<file path="config.mk">
export PLATFORM = sky130hd
export DESIGN_NAME = fprf_top
export DESIGN_NICKNAME = d
export VERILOG_FILES = /design/src/fprf_pkg.sv /design/src/fprf_stage.sv /design/src/fprf_top.sv
export SDC_FILE = /design/constraint.sdc
export NUM_CORES = 1
export LEC_CHECK = 0
export BUFFER_PORTS_ARGS = -buffer_cell sky130_fd_sc_hd__buf_2
export CORE_MARGIN = 4
export CORE_UTILIZATION = 35
export CTS_CLUSTER_DIAMETER = 40
export DETAILED_ROUTE_END_ITERATION = 8
export SLEW_MARGIN = 20
export SYNTH_ARGS = -nofsm -noshare
export SYNTH_HDL_FRONTEND = slang
export SYNTH_SLANG_ARGS = --single-unit
</file>
<file path="constraint.sdc">
create_clock -name clk -period 1.7 [get_ports clk]
set_input_delay 0.255 -clock clk [delete_from_list [all_inputs] [get_ports clk]]
set_output_delay 0.255 -clock clk [all_outputs]
set_load 0.02 [all_outputs]
</file>
<file path="src/fprf_pkg.sv">
// Shared types and constants for the float result forwarding block.
// Assumes one core clock and reset shared with the fetch and decode stages.

package fprf_pkg;

    // ------------------------------------------------------------------
    // Widths and timing
    // ------------------------------------------------------------------
    localparam int REG_W = 32;
    localparam int NREG = 8;
    localparam int IDX_W = 3;
    // Cycles from leaving operand_read_stage_two to the result being usable.
    localparam int RESULT_LATENCY = 3;
    // Slots a reader must trail its producer by; two independent slots between suffice.
    localparam int SAFE_GAP = 3;

    // ------------------------------------------------------------------
    // Instruction classes
    // ------------------------------------------------------------------
    typedef enum logic [2:0] {
        OP_NONE = 3'h0,
        OP_FLOAT_MULTIPLY = 3'h1,
        OP_FLOAT_ADD = 3'h2,
        OP_FLOAT_SUBTRACT = 3'h3,
        OP_FLOAT_MULTIPLY_ACCUMULATE = 3'h4,
        OP_RECIPROCAL_ESTIMATE = 3'h5,
        OP_INVERSE_SQRT_ESTIMATE = 3'h6
    } fprf_op_e;

    typedef struct packed {
        logic valid;
        fprf_op_e op;
        logic [IDX_W-1:0] dest;
        logic [IDX_W-1:0] src;
    } fprf_instr_s;

    localparam fprf_instr_s INSTR_EMPTY = '{1'b0, OP_NONE, 3'h0, 3'h0};
    localparam logic [REG_W-1:0] REG_RESET = 32'h0000_0000;

endpackage

</file>
<file path="src/fprf_stage.sv">
// One pipeline stage register holding an instruction descriptor.
// Assumes the caller raises hold for every stage in the same cycle.

`timescale 1ns/100ps

module fprf_stage (
    // Clock and reset
    input wire logic clk,
    input wire logic rst_b,
    // Stage control
    input wire logic hold,
    input wire fprf_pkg::fprf_instr_s d,
    output fprf_pkg::fprf_instr_s q
);

    fprf_pkg::fprf_instr_s next_q;

    always_comb begin
        // A held stage keeps its contents so nothing is lost or duplicated.
        next_q = hold ? q : d;
    end

    always_ff @(posedge clk or negedge rst_b) begin
        if (!rst_b) begin
            q <= fprf_pkg::INSTR_EMPTY;
        end else begin
            q <= next_q;
        end
    end

endmodule

</file>
<file path="src/fprf_top.sv">
// Operand forwarding and latched flag control for the float pipeline.
// Assumes the issue port and stall come from the core, synchronous to clk.
//
// Function
// - Multiply, add, subtract and multiply-accumulate need three cycles before a reader can use their result.
// - While the third execute stage stalls, every stage holds and advances only after the stall.
// - Once the producer leaves the third execute stage, its destination holds the result and later readers take it from there.
// - The two estimate instructions give correct results but leave latched flags that cannot be trusted.
// - A reader samples its operand in its first cycle in the second read stage, forwarded if its producer is then in the third execute stage.
// - The latched underflow and overflow flags drive interrupt lines of one shared group.

`timescale 1ns/100ps

module fprf_top (
    // Clock and reset
    input wire logic clk,
    input wire logic rst_b,
    // Issue from decode into operand_read_stage_one
    input wire fprf_pkg::fprf_instr_s issue_instr,
    // Datapath status of the instruction in execute_stage_three
    input wire logic stall_e3,
    input wire logic [fprf_pkg::REG_W-1:0] e3_result,
    input wire logic e3_underflow,
    input wire logic e3_overflow,
    // Software clear of the latched flags
    input wire logic flag_clear,
    // Operand taken in operand_read_stage_two
    output logic [fprf_pkg::REG_W-1:0] r2_operand,
    output logic r2_operand_valid,
    // Flags and interrupt lines
    output logic lat_underflow,
    output logic lat_overflow,
    output logic flags_suspect,
    output logic hazard_seen
);

    // ------------------------------------------------------------------
    // Pipeline stages
    // ------------------------------------------------------------------
    fprf_pkg::fprf_instr_s r2, e1, e2, e3;

    fprf_stage u_r2 (.clk(clk), .rst_b(rst_b), .hold(stall_e3),
        .d(issue_instr), .q(r2));
    fprf_stage u_e1 (.clk(clk), .rst_b(rst_b), .hold(stall_e3),
        .d(r2), .q(e1));
    fprf_stage u_e2 (.clk(clk), .rst_b(rst_b), .hold(stall_e3),
        .d(e1), .q(e2));
    fprf_stage u_e3 (.clk(clk), .rst_b(rst_b), .hold(stall_e3),
        .d(e2), .q(e3));

    function automatic logic is_estimate(input fprf_pkg::fprf_op_e op);
        return (op == fprf_pkg::OP_RECIPROCAL_ESTIMATE) ||
            (op == fprf_pkg::OP_INVERSE_SQRT_ESTIMATE);
    endfunction

    // ------------------------------------------------------------------
    // Result registers and operand sampling
    // ------------------------------------------------------------------
    logic [fprf_pkg::REG_W-1:0] reg_file [fprf_pkg::NREG];
    logic [fprf_pkg::REG_W-1:0] next_reg_file [fprf_pkg::NREG];
    logic r2_fresh, next_r2_fresh;
    logic [fprf_pkg::REG_W-1:0] next_r2_operand;
    logic next_r2_operand_valid;
    logic e3_leaves, fwd_hit, next_hazard_seen;

    assign e3_leaves = e3.valid && !stall_e3;
    assign fwd_hit = e3.valid && (e3.dest == r2.src);

    always_comb begin
        next_reg_file = reg_file;
        // The destination is written only as the producer leaves E3.
        if (e3_leaves) begin
            next_reg_file[e3.dest] = e3_result;
        end
        // Freshness marks the single cycle in which the reader samples.
        next_r2_fresh = stall_e3 ? 1'b0 : issue_instr.valid;
        next_r2_operand = r2_operand;
        next_r2_operand_valid = r2_operand_valid;
        if (r2_fresh) begin
            // The forward path is taken even under stall; the register
            // only receives the result when E3 is left.
            next_r2_operand = fwd_hit ? e3_result :
                reg_file[r2.src];
            next_r2_operand_valid = 1'b1;
        end else if (!stall_e3) begin
            next_r2_operand_valid = 1'b0;
        end
        // A reader one or two slots behind its producer broke the gap.
        next_hazard_seen = r2_fresh && (
            (e1.valid && (e1.dest == r2.src)) ||
            (e2.valid && (e2.dest == r2.src)));
    end

    always_ff @(posedge clk or negedge rst_b) begin
        if (!rst_b) begin
            for (int i = 0; i < fprf_pkg::NREG; i++) begin
                reg_file[i] <= fprf_pkg::REG_RESET;
            end
            r2_fresh <= 1'b0;
            r2_operand <= fprf_pkg::REG_RESET;
            r2_operand_valid <= 1'b0;
            hazard_seen <= 1'b0;
        end else begin
            reg_file <= next_reg_file;
            r2_fresh <= next_r2_fresh;
            r2_operand <= next_r2_operand;
            r2_operand_valid <= next_r2_operand_valid;
            hazard_seen <= next_hazard_seen;
        end
    end

    // ------------------------------------------------------------------
    // Latched flags
    // ------------------------------------------------------------------
    logic next_lat_underflow, next_lat_overflow, next_flags_suspect;
    logic set_uf, set_ov;

    assign set_uf = e3_leaves && e3_underflow;
    assign set_ov = e3_leaves && e3_overflow;

    always_comb begin
        // A set in the clearing cycle wins so no event is dropped.
        next_lat_underflow = set_uf || (lat_underflow && !flag_clear);
        next_lat_overflow = set_ov || (lat_overflow && !flag_clear);
        // Estimate instructions may raise flags that mean nothing; the
        // suspect bit lets software tell them apart from real events.
        next_flags_suspect = (e3_leaves && is_estimate(e3.op)) ||
            (flags_suspect && !flag_clear);
    end

    always_ff @(posedge clk or negedge rst_b) begin
        if (!rst_b) begin
            lat_underflow <= 1'b0;
            lat_overflow <= 1'b0;
            flags_suspect <= 1'b0;
        end else begin
            lat_underflow <= next_lat_underflow;
            lat_overflow <= next_lat_overflow;
            flags_suspect <= next_flags_suspect;
        end
    end

    // ------------------------------------------------------------------
    // Checks
    // ------------------------------------------------------------------
    stage_hold_a: assert property (@(posedge clk) disable iff (!rst_b)
        stall_e3 |=> (e3 == $past(e3)) && (r2 == $past(r2)))
        else $error("Pipeline moved during a stall.");

    result_write_a: assert property (@(posedge clk) disable iff (!rst_b)
        e3_leaves |=> reg_file[$past(e3.dest)] == $past(e3_result))
        else $error("Result not in destination after leaving E3.");

    stalled_forward_a: assert property (@(posedge clk) disable iff (!rst_b)
        (r2_fresh && fwd_hit && stall_e3) |=> r2_operand == $past(e3_result))
        else $error("Stalled producer was not forwarded.");

    register_read_a: assert property (@(posedge clk) disable iff (!rst_b)
        (r2_fresh && !fwd_hit) |=> r2_operand == $past(reg_file[r2.src]))
        else $error("Reader did not take the register value.");

    single_sample_a: assert property (@(posedge clk) disable iff (!rst_b)
        !r2_fresh |=> $stable(r2_operand))
        else $error("Operand resampled after entering R2.");

    flag_set_wins_a: assert property (@(posedge clk) disable iff (!rst_b)
        (flag_clear && set_ov) |=> lat_overflow)
        else $error("Overflow event lost against a clear.");

    estimate_suspect_a: assert property (@(posedge clk) disable iff (!rst_b)
        (e3_leaves && is_estimate(e3.op)) |=> flags_suspect)
        else $error("Estimate did not mark the flags suspect.");

    gap_hazard_a: assert property (@(posedge clk) disable iff (!rst_b)
        (r2_fresh && e1.valid && (e1.dest == r2.src)) |=> hazard_seen)
        else $error("Short producer gap not reported.");

endmodule

</file>
==> results of run 1 <==
critical path, stage by stage (launching register included):
cell,delay (ps)
dfrtp_1,410
buf_6,130
nor3b_4,240
nand3b_1,350
buf_4,280
clkbuf_16,180
mux2_1,330
layout by cell type (no fill, tap or decap), types with 2 or more instances in the layout:
cell type / netlist / layout
buf_4: 7 / 34
buf_6: 5 / 15
nand2_1: 7 / 6
mux2_1: 216 / 40
nor2_1: 26 / 24
nor3b_4: 0 / 3
nand3b_1: 3 / 3
dfrtp_1: 325 / 321
bufinv_16: 0 / 7
xnor2_1: 9 / 8
a221oi_1: 24 / 12
clkinv_4: 0 / 6
mux2i_1: 24 / 23
a221oi_2: 0 / 12
buf_12: 1 / 34
clkinv_2: 0 / 5
inv_8: 0 / 4
clkinvlp_4: 0 / 5
clkbuf_16: 0 / 67
and2b_1: 5 / 5
o21ai_0: 3 / 3
inv_1: 28 / 28
clkbuf_1: 11 / 2
mux2_4: 0 / 194
nor2b_1: 5 / 4
dlygate4sd3_1: 0 / 46
dfrtp_2: 0 / 3
mux2_2: 78 / 60
inv_6: 0 / 10
buf_16: 0 / 5
buf_2: 35 / 83
nand4_1: 2 / 2
clkbuf_8: 0 / 4
a221o_1: 8 / 8
buf_8: 1 / 5
mux4_2: 55 / 64
metrics by stage:
stage / cell area, um^2 / std cells / total power, mW / util (%) / worst slack, ps
after floorplan: 14300 / 898 / 17.5 / - / -28.3
after global placement: 15800 / 1502 / 19.4 / 39.4 / -200
after detailed placement: 15800 / 1502 / 19.7 / 39.4 / -218
after CTS: 18600 / 1670 / 31.4 / 46.3 / -241
after global routing: 20000 / 1698 / 34.9 / 49.8 / -398
final: 20000 / 1698 / 33.3 / 49.8 / -335
area by class of cell:
| cell class | instances | area [um^2] |
|---|---|---|
| Fill cell | 3345 | 20100 |
| Sequential cell | 325 | 8140 |
| Antenna cell | 1 | 2.50 |
| Tap cell | 525 | 657 |
| Inverter | 28 | 105 |
| Multi-Input combinational cell | 485 | 6610 |
| Timing Repair Buffer | 238 | 2590 |
| Clock buffer | 57 | 1340 |
| Clock inverter | 39 | 504 |
power by group through the flow:
stage / Clock (mW) / Sequential, mW / Combinational, mW
2_1_floorplan: 0 / 12.7 / 4.78
3_3_place_gp: 0 / 12.9 / 6.55
3_5_place_dp: 0 / 13.0 / 6.77
4_1_cts: 11.3 / 12.9 / 7.23
5_1_grt: 11.6 / 13.4 / 9.90
6_report: 11.0 / 13.0 / 9.27
layer usage:
| metal | vias to the layer above | GRT usage (%) | part of all wire (%) |
|---|---|---|---|
| li1 | 3811 | - | - |
| met1 | 4696 | 21.9 | 45 |
| met3 | 55 | 2.83 | 4.3 |
| met4 | 0 | 4.67 | 1.8 |
| met2 | 180 | 25.7 | 49 |
| met5 | - | 0 | 0 |
worst paths after layout:
| kind | endpoint | depth (start not counted) |
|---|---|---|
| hold / removal | r2_operand[18] | 2 |
| hold reg to reg | reg_file[149] | 1 |
| setup reg to reg | reg_file[104] | 6 |
| max in group asynchronous | reg_file[117] | 3 |
| setup / recovery | reg_file[104] | 6 |
| min in group clk | r2_operand_valid | 4 |
sequential cells by signal (all words and copies together), names as in the netlist, 7 cells and up:
name / flops
u_e2.q: 7
u_e3.q: 7
u_r2.q: 10
reg_file: 256
r2_operand: 32
u_e1.q: 7
what timing repair did:
item | CTS | global route
gates resized for setup | 42 | 239
hold buffers | 46 | 0
pin swaps | 7 | 11
hold endpoints to repair | 522 | 0
endpoints found under the setup margin | 202 | 259
gates cloned | 7 | 17
buffers inserted | 19 | 16
logic make-up after synthesis:
family	after synthesis	share of synthesized area (%)
AOI/OAI and AO/OA	38	2.33
xor gates and xnor gates	10	0.611
buffers and inverters	88	3.25
DFF	325	56.7
muxes	382	35.1
and+or+nand+nor	55	2.03
==> summary.md, run 1 <==
| Metric | Value |
|---|---|
| Status | finished with violations |
| Violated checks | negative setup slack |
| Drc violations | 0 |
| CP max FO | 10 |
| Initial Utilization | 35.8% |
| Peak supply drop | 0.774 mV |
| Std-Cell Rows | 73 |
| Min-delay worst type | input pin to asynchronous set/reset pin |
| Post-synth top cells | 325 x dfrtp_1, 216 x mux2_1, 78 x mux2_2 |
| FFs w/ async S/R, synth | 100% |
| Yosys top cell area share | 56.7% |
| GP Congestion | 0.710 |
| Worst hold slack | 155 ps |
| Worst Setup Start Kind | flip-flop |
| Lkg Pwr | 9.30 nW |
| Top-count cell post-synth | dfrtp_1 |
| Die Y | 210 um |
| Post-synthesis area per instance | 16.0 um^2 |
| Iteration-0 DRC Markers | 600 |
| Area leader, netlist | dfrtp_1 |
| GRT Overall Usage | 15.8% |
| Slew HR | 71.8% |
| Layout cell share with drive strength beyond 1 | 54.0% |
| Switching Share | 27.4% |
| Dpl hpwl | 19900 um |
| Post-route clock period utilization | 120% |
| Seq pwr share | 39.2% |
| CTS tree | done |
| Clock skew | 23.2 ps |
| Main synth FF type | dfrtp_1 |
| Worst path arrival time | 2490 ps |
| Smallest setup slack after layout | -335 ps |
| Vias in the first global route | 9276 |
| Reg clk slew, reported paths | 60 ps |
| R2r startpoint | u_e3.q[3] |
| Count of cell types in the netlist | 31 |
| Global route overflow | 0 |
| Die area | 44300 um^2 |
| Cells after synthesis | 898 |
| Worst-Margin Slew | 421 ps |
| H-tree Lvls | 2 |
| Die W | 210 um |
| Worst EP required | 2160 ps |
| RSZ-0062 raised after global routing | yes |
| Top cells by area, synth | dfrtp_1 57%, mux2_1 17%, mux4_2 8.6% |
| Setup TNS | -23700 ps |
| Drt pass-1 iters | 5 |
| Final Setup Violations | 229 |
| Setup CP Type | flip-flop to flip-flop |
| CTS root buffer | clkbuf_16 |
| Num Clock Sinks | 325 |
| Pwr dens | 1670 nW/um^2 |
| IO Pins | 85 |
| First-pass GRT wire length | 54600 um |
| PortBufs | 84 |
| Internal | 24.2 mW |
| Detailed Route WL | 39300 um |
| TritonCTS Buffers | 51 |
| #FFs+latches synth | 325 |
| Post-synth EDFFs | 0 |
| Net Count, Synth | 946 |
| Area Growth Syn to Fin | 39.2% |
| Switching pwr | 9.15 mW |
| Pins Over Slew Limit | 0 |
| Wire per inst | 23.1 um |
| Vias/cell | 5.15 |
| Latest clock arrival within the worst-skew pair | 600 ps |
| YS warnings | 0 |
| Crit path time final | 2030 ps |
| Final hold viol count | 0 |
| Post-Syn Area | 14300 um^2 |
| Worst Setup SP | u_e3.q[3] |
| Core Area | 40100 um^2 |
| Seq/Total Area, Yosys | 56.7% |
| Vias | 8742 |
| Part of the power in the clock network | 33.0% |
| Gate power share | 27.8% |
| Clock Tree Buf Depth | 3 |
| Reg2reg setup slack | -330 ps |
| Fmax | 492 MHz |
| Max Cap Viol | 0 |
| Final-stage net count | 1177 |
| Antenna violations before repair | 2 |
| Setup crit end kind | flip-flop |
| Largest net degree at the start of global routing | 69 |
| Post-route ant nets | 0 |
No activity file was read; power rests on OpenSTA's default activity.
==> run 2, diff against run 1 <==
--- a/config.mk
+++ b/config.mk
@@ -10,6 +10,7 @@
 export CORE_UTILIZATION = 35
 export CTS_CLUSTER_DIAMETER = 40
 export DETAILED_ROUTE_END_ITERATION = 8
+export MAX_ROUTING_LAYER = met4
 export SLEW_MARGIN = 20
 export SYNTH_ARGS = -nofsm -noshare
 export SYNTH_HDL_FRONTEND = slang
==> summary.md, run 2 (synthesis results as in run 1) <==
| Metric | Value |
|---|---|
| Status | finished with violations |
| Violated checks | negative setup slack |
| Worst slack, placed | -218 ps |
| Clock skew | 21.9 ps |
| Commonest cells after routing, fill and taps aside | 321 x dfrtp_1, 190 x mux2_4, 83 x buf_2 |
| Worst Setup Start Kind | flip-flop |
| Crit path time final | 2020 ps |
| Slew HR | 72.4% |
| Critical path's slowest cell | dfrtp_1 |
| Reg with most FFs | reg_file |
| Std-Cell Rows | 73 |
| Global route overflow | 0 |
| IO Pins | 85 |
| GP Congestion | 0.718 |
| Max Cap Viol | 0 |
| Smallest setup slack after layout | -322 ps |
| Clock Tree Buf Depth | 3 |
| Biggest cell delay along the critical path | 410 ps |
| Fmax | 495 MHz |
| Wire per inst | 23.2 um |
| Post-route ant nets | 0 |
| Top flop regs | reg_file: 256 flops, r2_operand: 32 flops, u_r2.q: 10 flops |
| Worst EP required | 2160 ps |
| Largest net degree at the start of global routing | 69 |
| Area Growth Syn to Fin | 39.1% |
| RSZ-0062 raised after global routing | yes |
| Die Y | 210 um |
| Worst-Margin Slew | 413 ps |
| CTS tree | done |
| # placed instances | 1502 |
| Max FFs per register | 256 |
| GRT Overall Usage | 16.3% |
| Reg clk slew, reported paths | 60 ps |
| Initial Utilization | 35.8% |
| Num Clock Sinks | 325 |
| TritonCTS Buffers | 51 |
| Final Setup Violations | 231 |
| Drc violations | 0 |
| Pins Over Slew Limit | 0 |
| Die W | 210 um |
| Die area | 44300 um^2 |
| Min-delay worst type | input pin to asynchronous set/reset pin |
| Pwr dens | 1670 nW/um^2 |
| Detailed Route WL | 39300 um |
| Final hold viol count | 0 |
| Latest clock arrival within the worst-skew pair | 590 ps |
| H-tree Lvls | 2 |
| Power Total | 33.3 mW |
| Lkg Pwr | 9.29 nW |
| Commonest non-fill, non-tap cell in the layout | dfrtp_1 |
| Dpl hpwl | 19900 um |
| Post-route clock period utilization | 119% |
| Iteration-0 DRC Markers | 641 |
| Vias in the first global route | 9278 |
| Vias | 8739 |
| Reg2reg setup slack | -320 ps |
| Core Area | 40100 um^2 |
| CTS root buffer | clkbuf_16 |
| First-pass GRT wire length | 54700 um |
| Vias/cell | 5.15 |
| Worst path arrival time | 2480 ps |
| Final-stage net count | 1177 |
| Setup CP Type | flip-flop to flip-flop |
| Critical Path, Cell by Cell | buf_6, nor3b_4, nand3b_1, buf_4, clkbuf_16, mux2_1 |
| Setup crit end kind | flip-flop |
| Final cell count without fillers | 1698 |
| Antenna violations before repair | 2 |
| Layout cell share with drive strength beyond 1 | 53.9% |
| CP max FO | 10 |
| PortBufs | 84 |
| Drt pass-1 iters | 5 |
| Peak supply drop | 0.771 mV |
## run 2: cell types whose count changed in the layout (fill, tap and decap cells not counted)
cell	delta
mux2_1	+1
mux2_2	+3
mux2_4	-4
## run 2: routing by layer
| metal | part of all wire, % | vias to the layer above | global-route usage (%) |
|---|---|---|---|
| li1 | - | 3806 | - |
| met1 | 45 | 4675 | 22.0 |
| met2 | 49 | 198 | 25.7 |
| met3 | 4.5 | 60 | 2.81 |
| met4 | 1.7 | 0 | 4.67 |
| met5 | 0 | - | - |
## run 2: worst paths after layout
check                              from          endpoint  cells after the start
setup / recovery              u_e3.q[3]     reg_file[104]                      6
hold / removal                    rst_b    r2_operand[18]                      2
setup reg to reg              u_e3.q[3]     reg_file[104]                      6
hold reg to reg            reg_file[23]      reg_file[23]                      1
max in group asynchronous         rst_b         u_e3.q[9]                      3
min in group clk               stall_e3  r2_operand_valid                      4
## run 2: cell type report
class / count / area, um^2
diodes: 1 / 2.50
clock buffers: 57 / 1340
clock inverters: 39 / 504
fillers: 3348 / 20200
inverters: 28 / 105
multi-input cells: 485 / 6600
flip-flops and latches: 325 / 8140
well taps: 525 / 657
repair buffers: 238 / 2590
## run 2: where the power goes
part           leakage [nW]  internal (mW)  switching, mW  total [mW]
clock network         0.891           6.91           4.12        11.0
registers              4.03           11.1           1.92        13.0
logic                  4.37           6.13           3.12        9.25
## run 2: what timing repair did
item,CTS,global route
setup endpoints to repair,202,258
hold buffers,46,0
hold endpoints to repair,522,0
pin swaps,7,11
resized for setup,42,235
gates cloned,7,17
buffers inserted,19,16
## run 2: critical path: cells and delay by family, from the launching register on
kind / cells / cell delay (ps)
multiplexers: 1 / 330
flip-flops: 1 / 410
buffers and inverters: 3 / 580
AND/OR/NAND/NOR: 2 / 570
## run 2: metrics by stage
stage | TNS (ps) | hold slack [ps] | util, % | area (um^2)
floorplan | -193 | -40.6 | - | 14300
global placement | -9020 | 164 | 39.4 | 15800
detailed placement | -15300 | 165 | 39.4 | 15800
CTS | -5520 | 140 | 46.3 | 18600
global route | -39500 | 182 | 49.7 | 19900
finish | -23070 | 161 | 49.7 | 19900
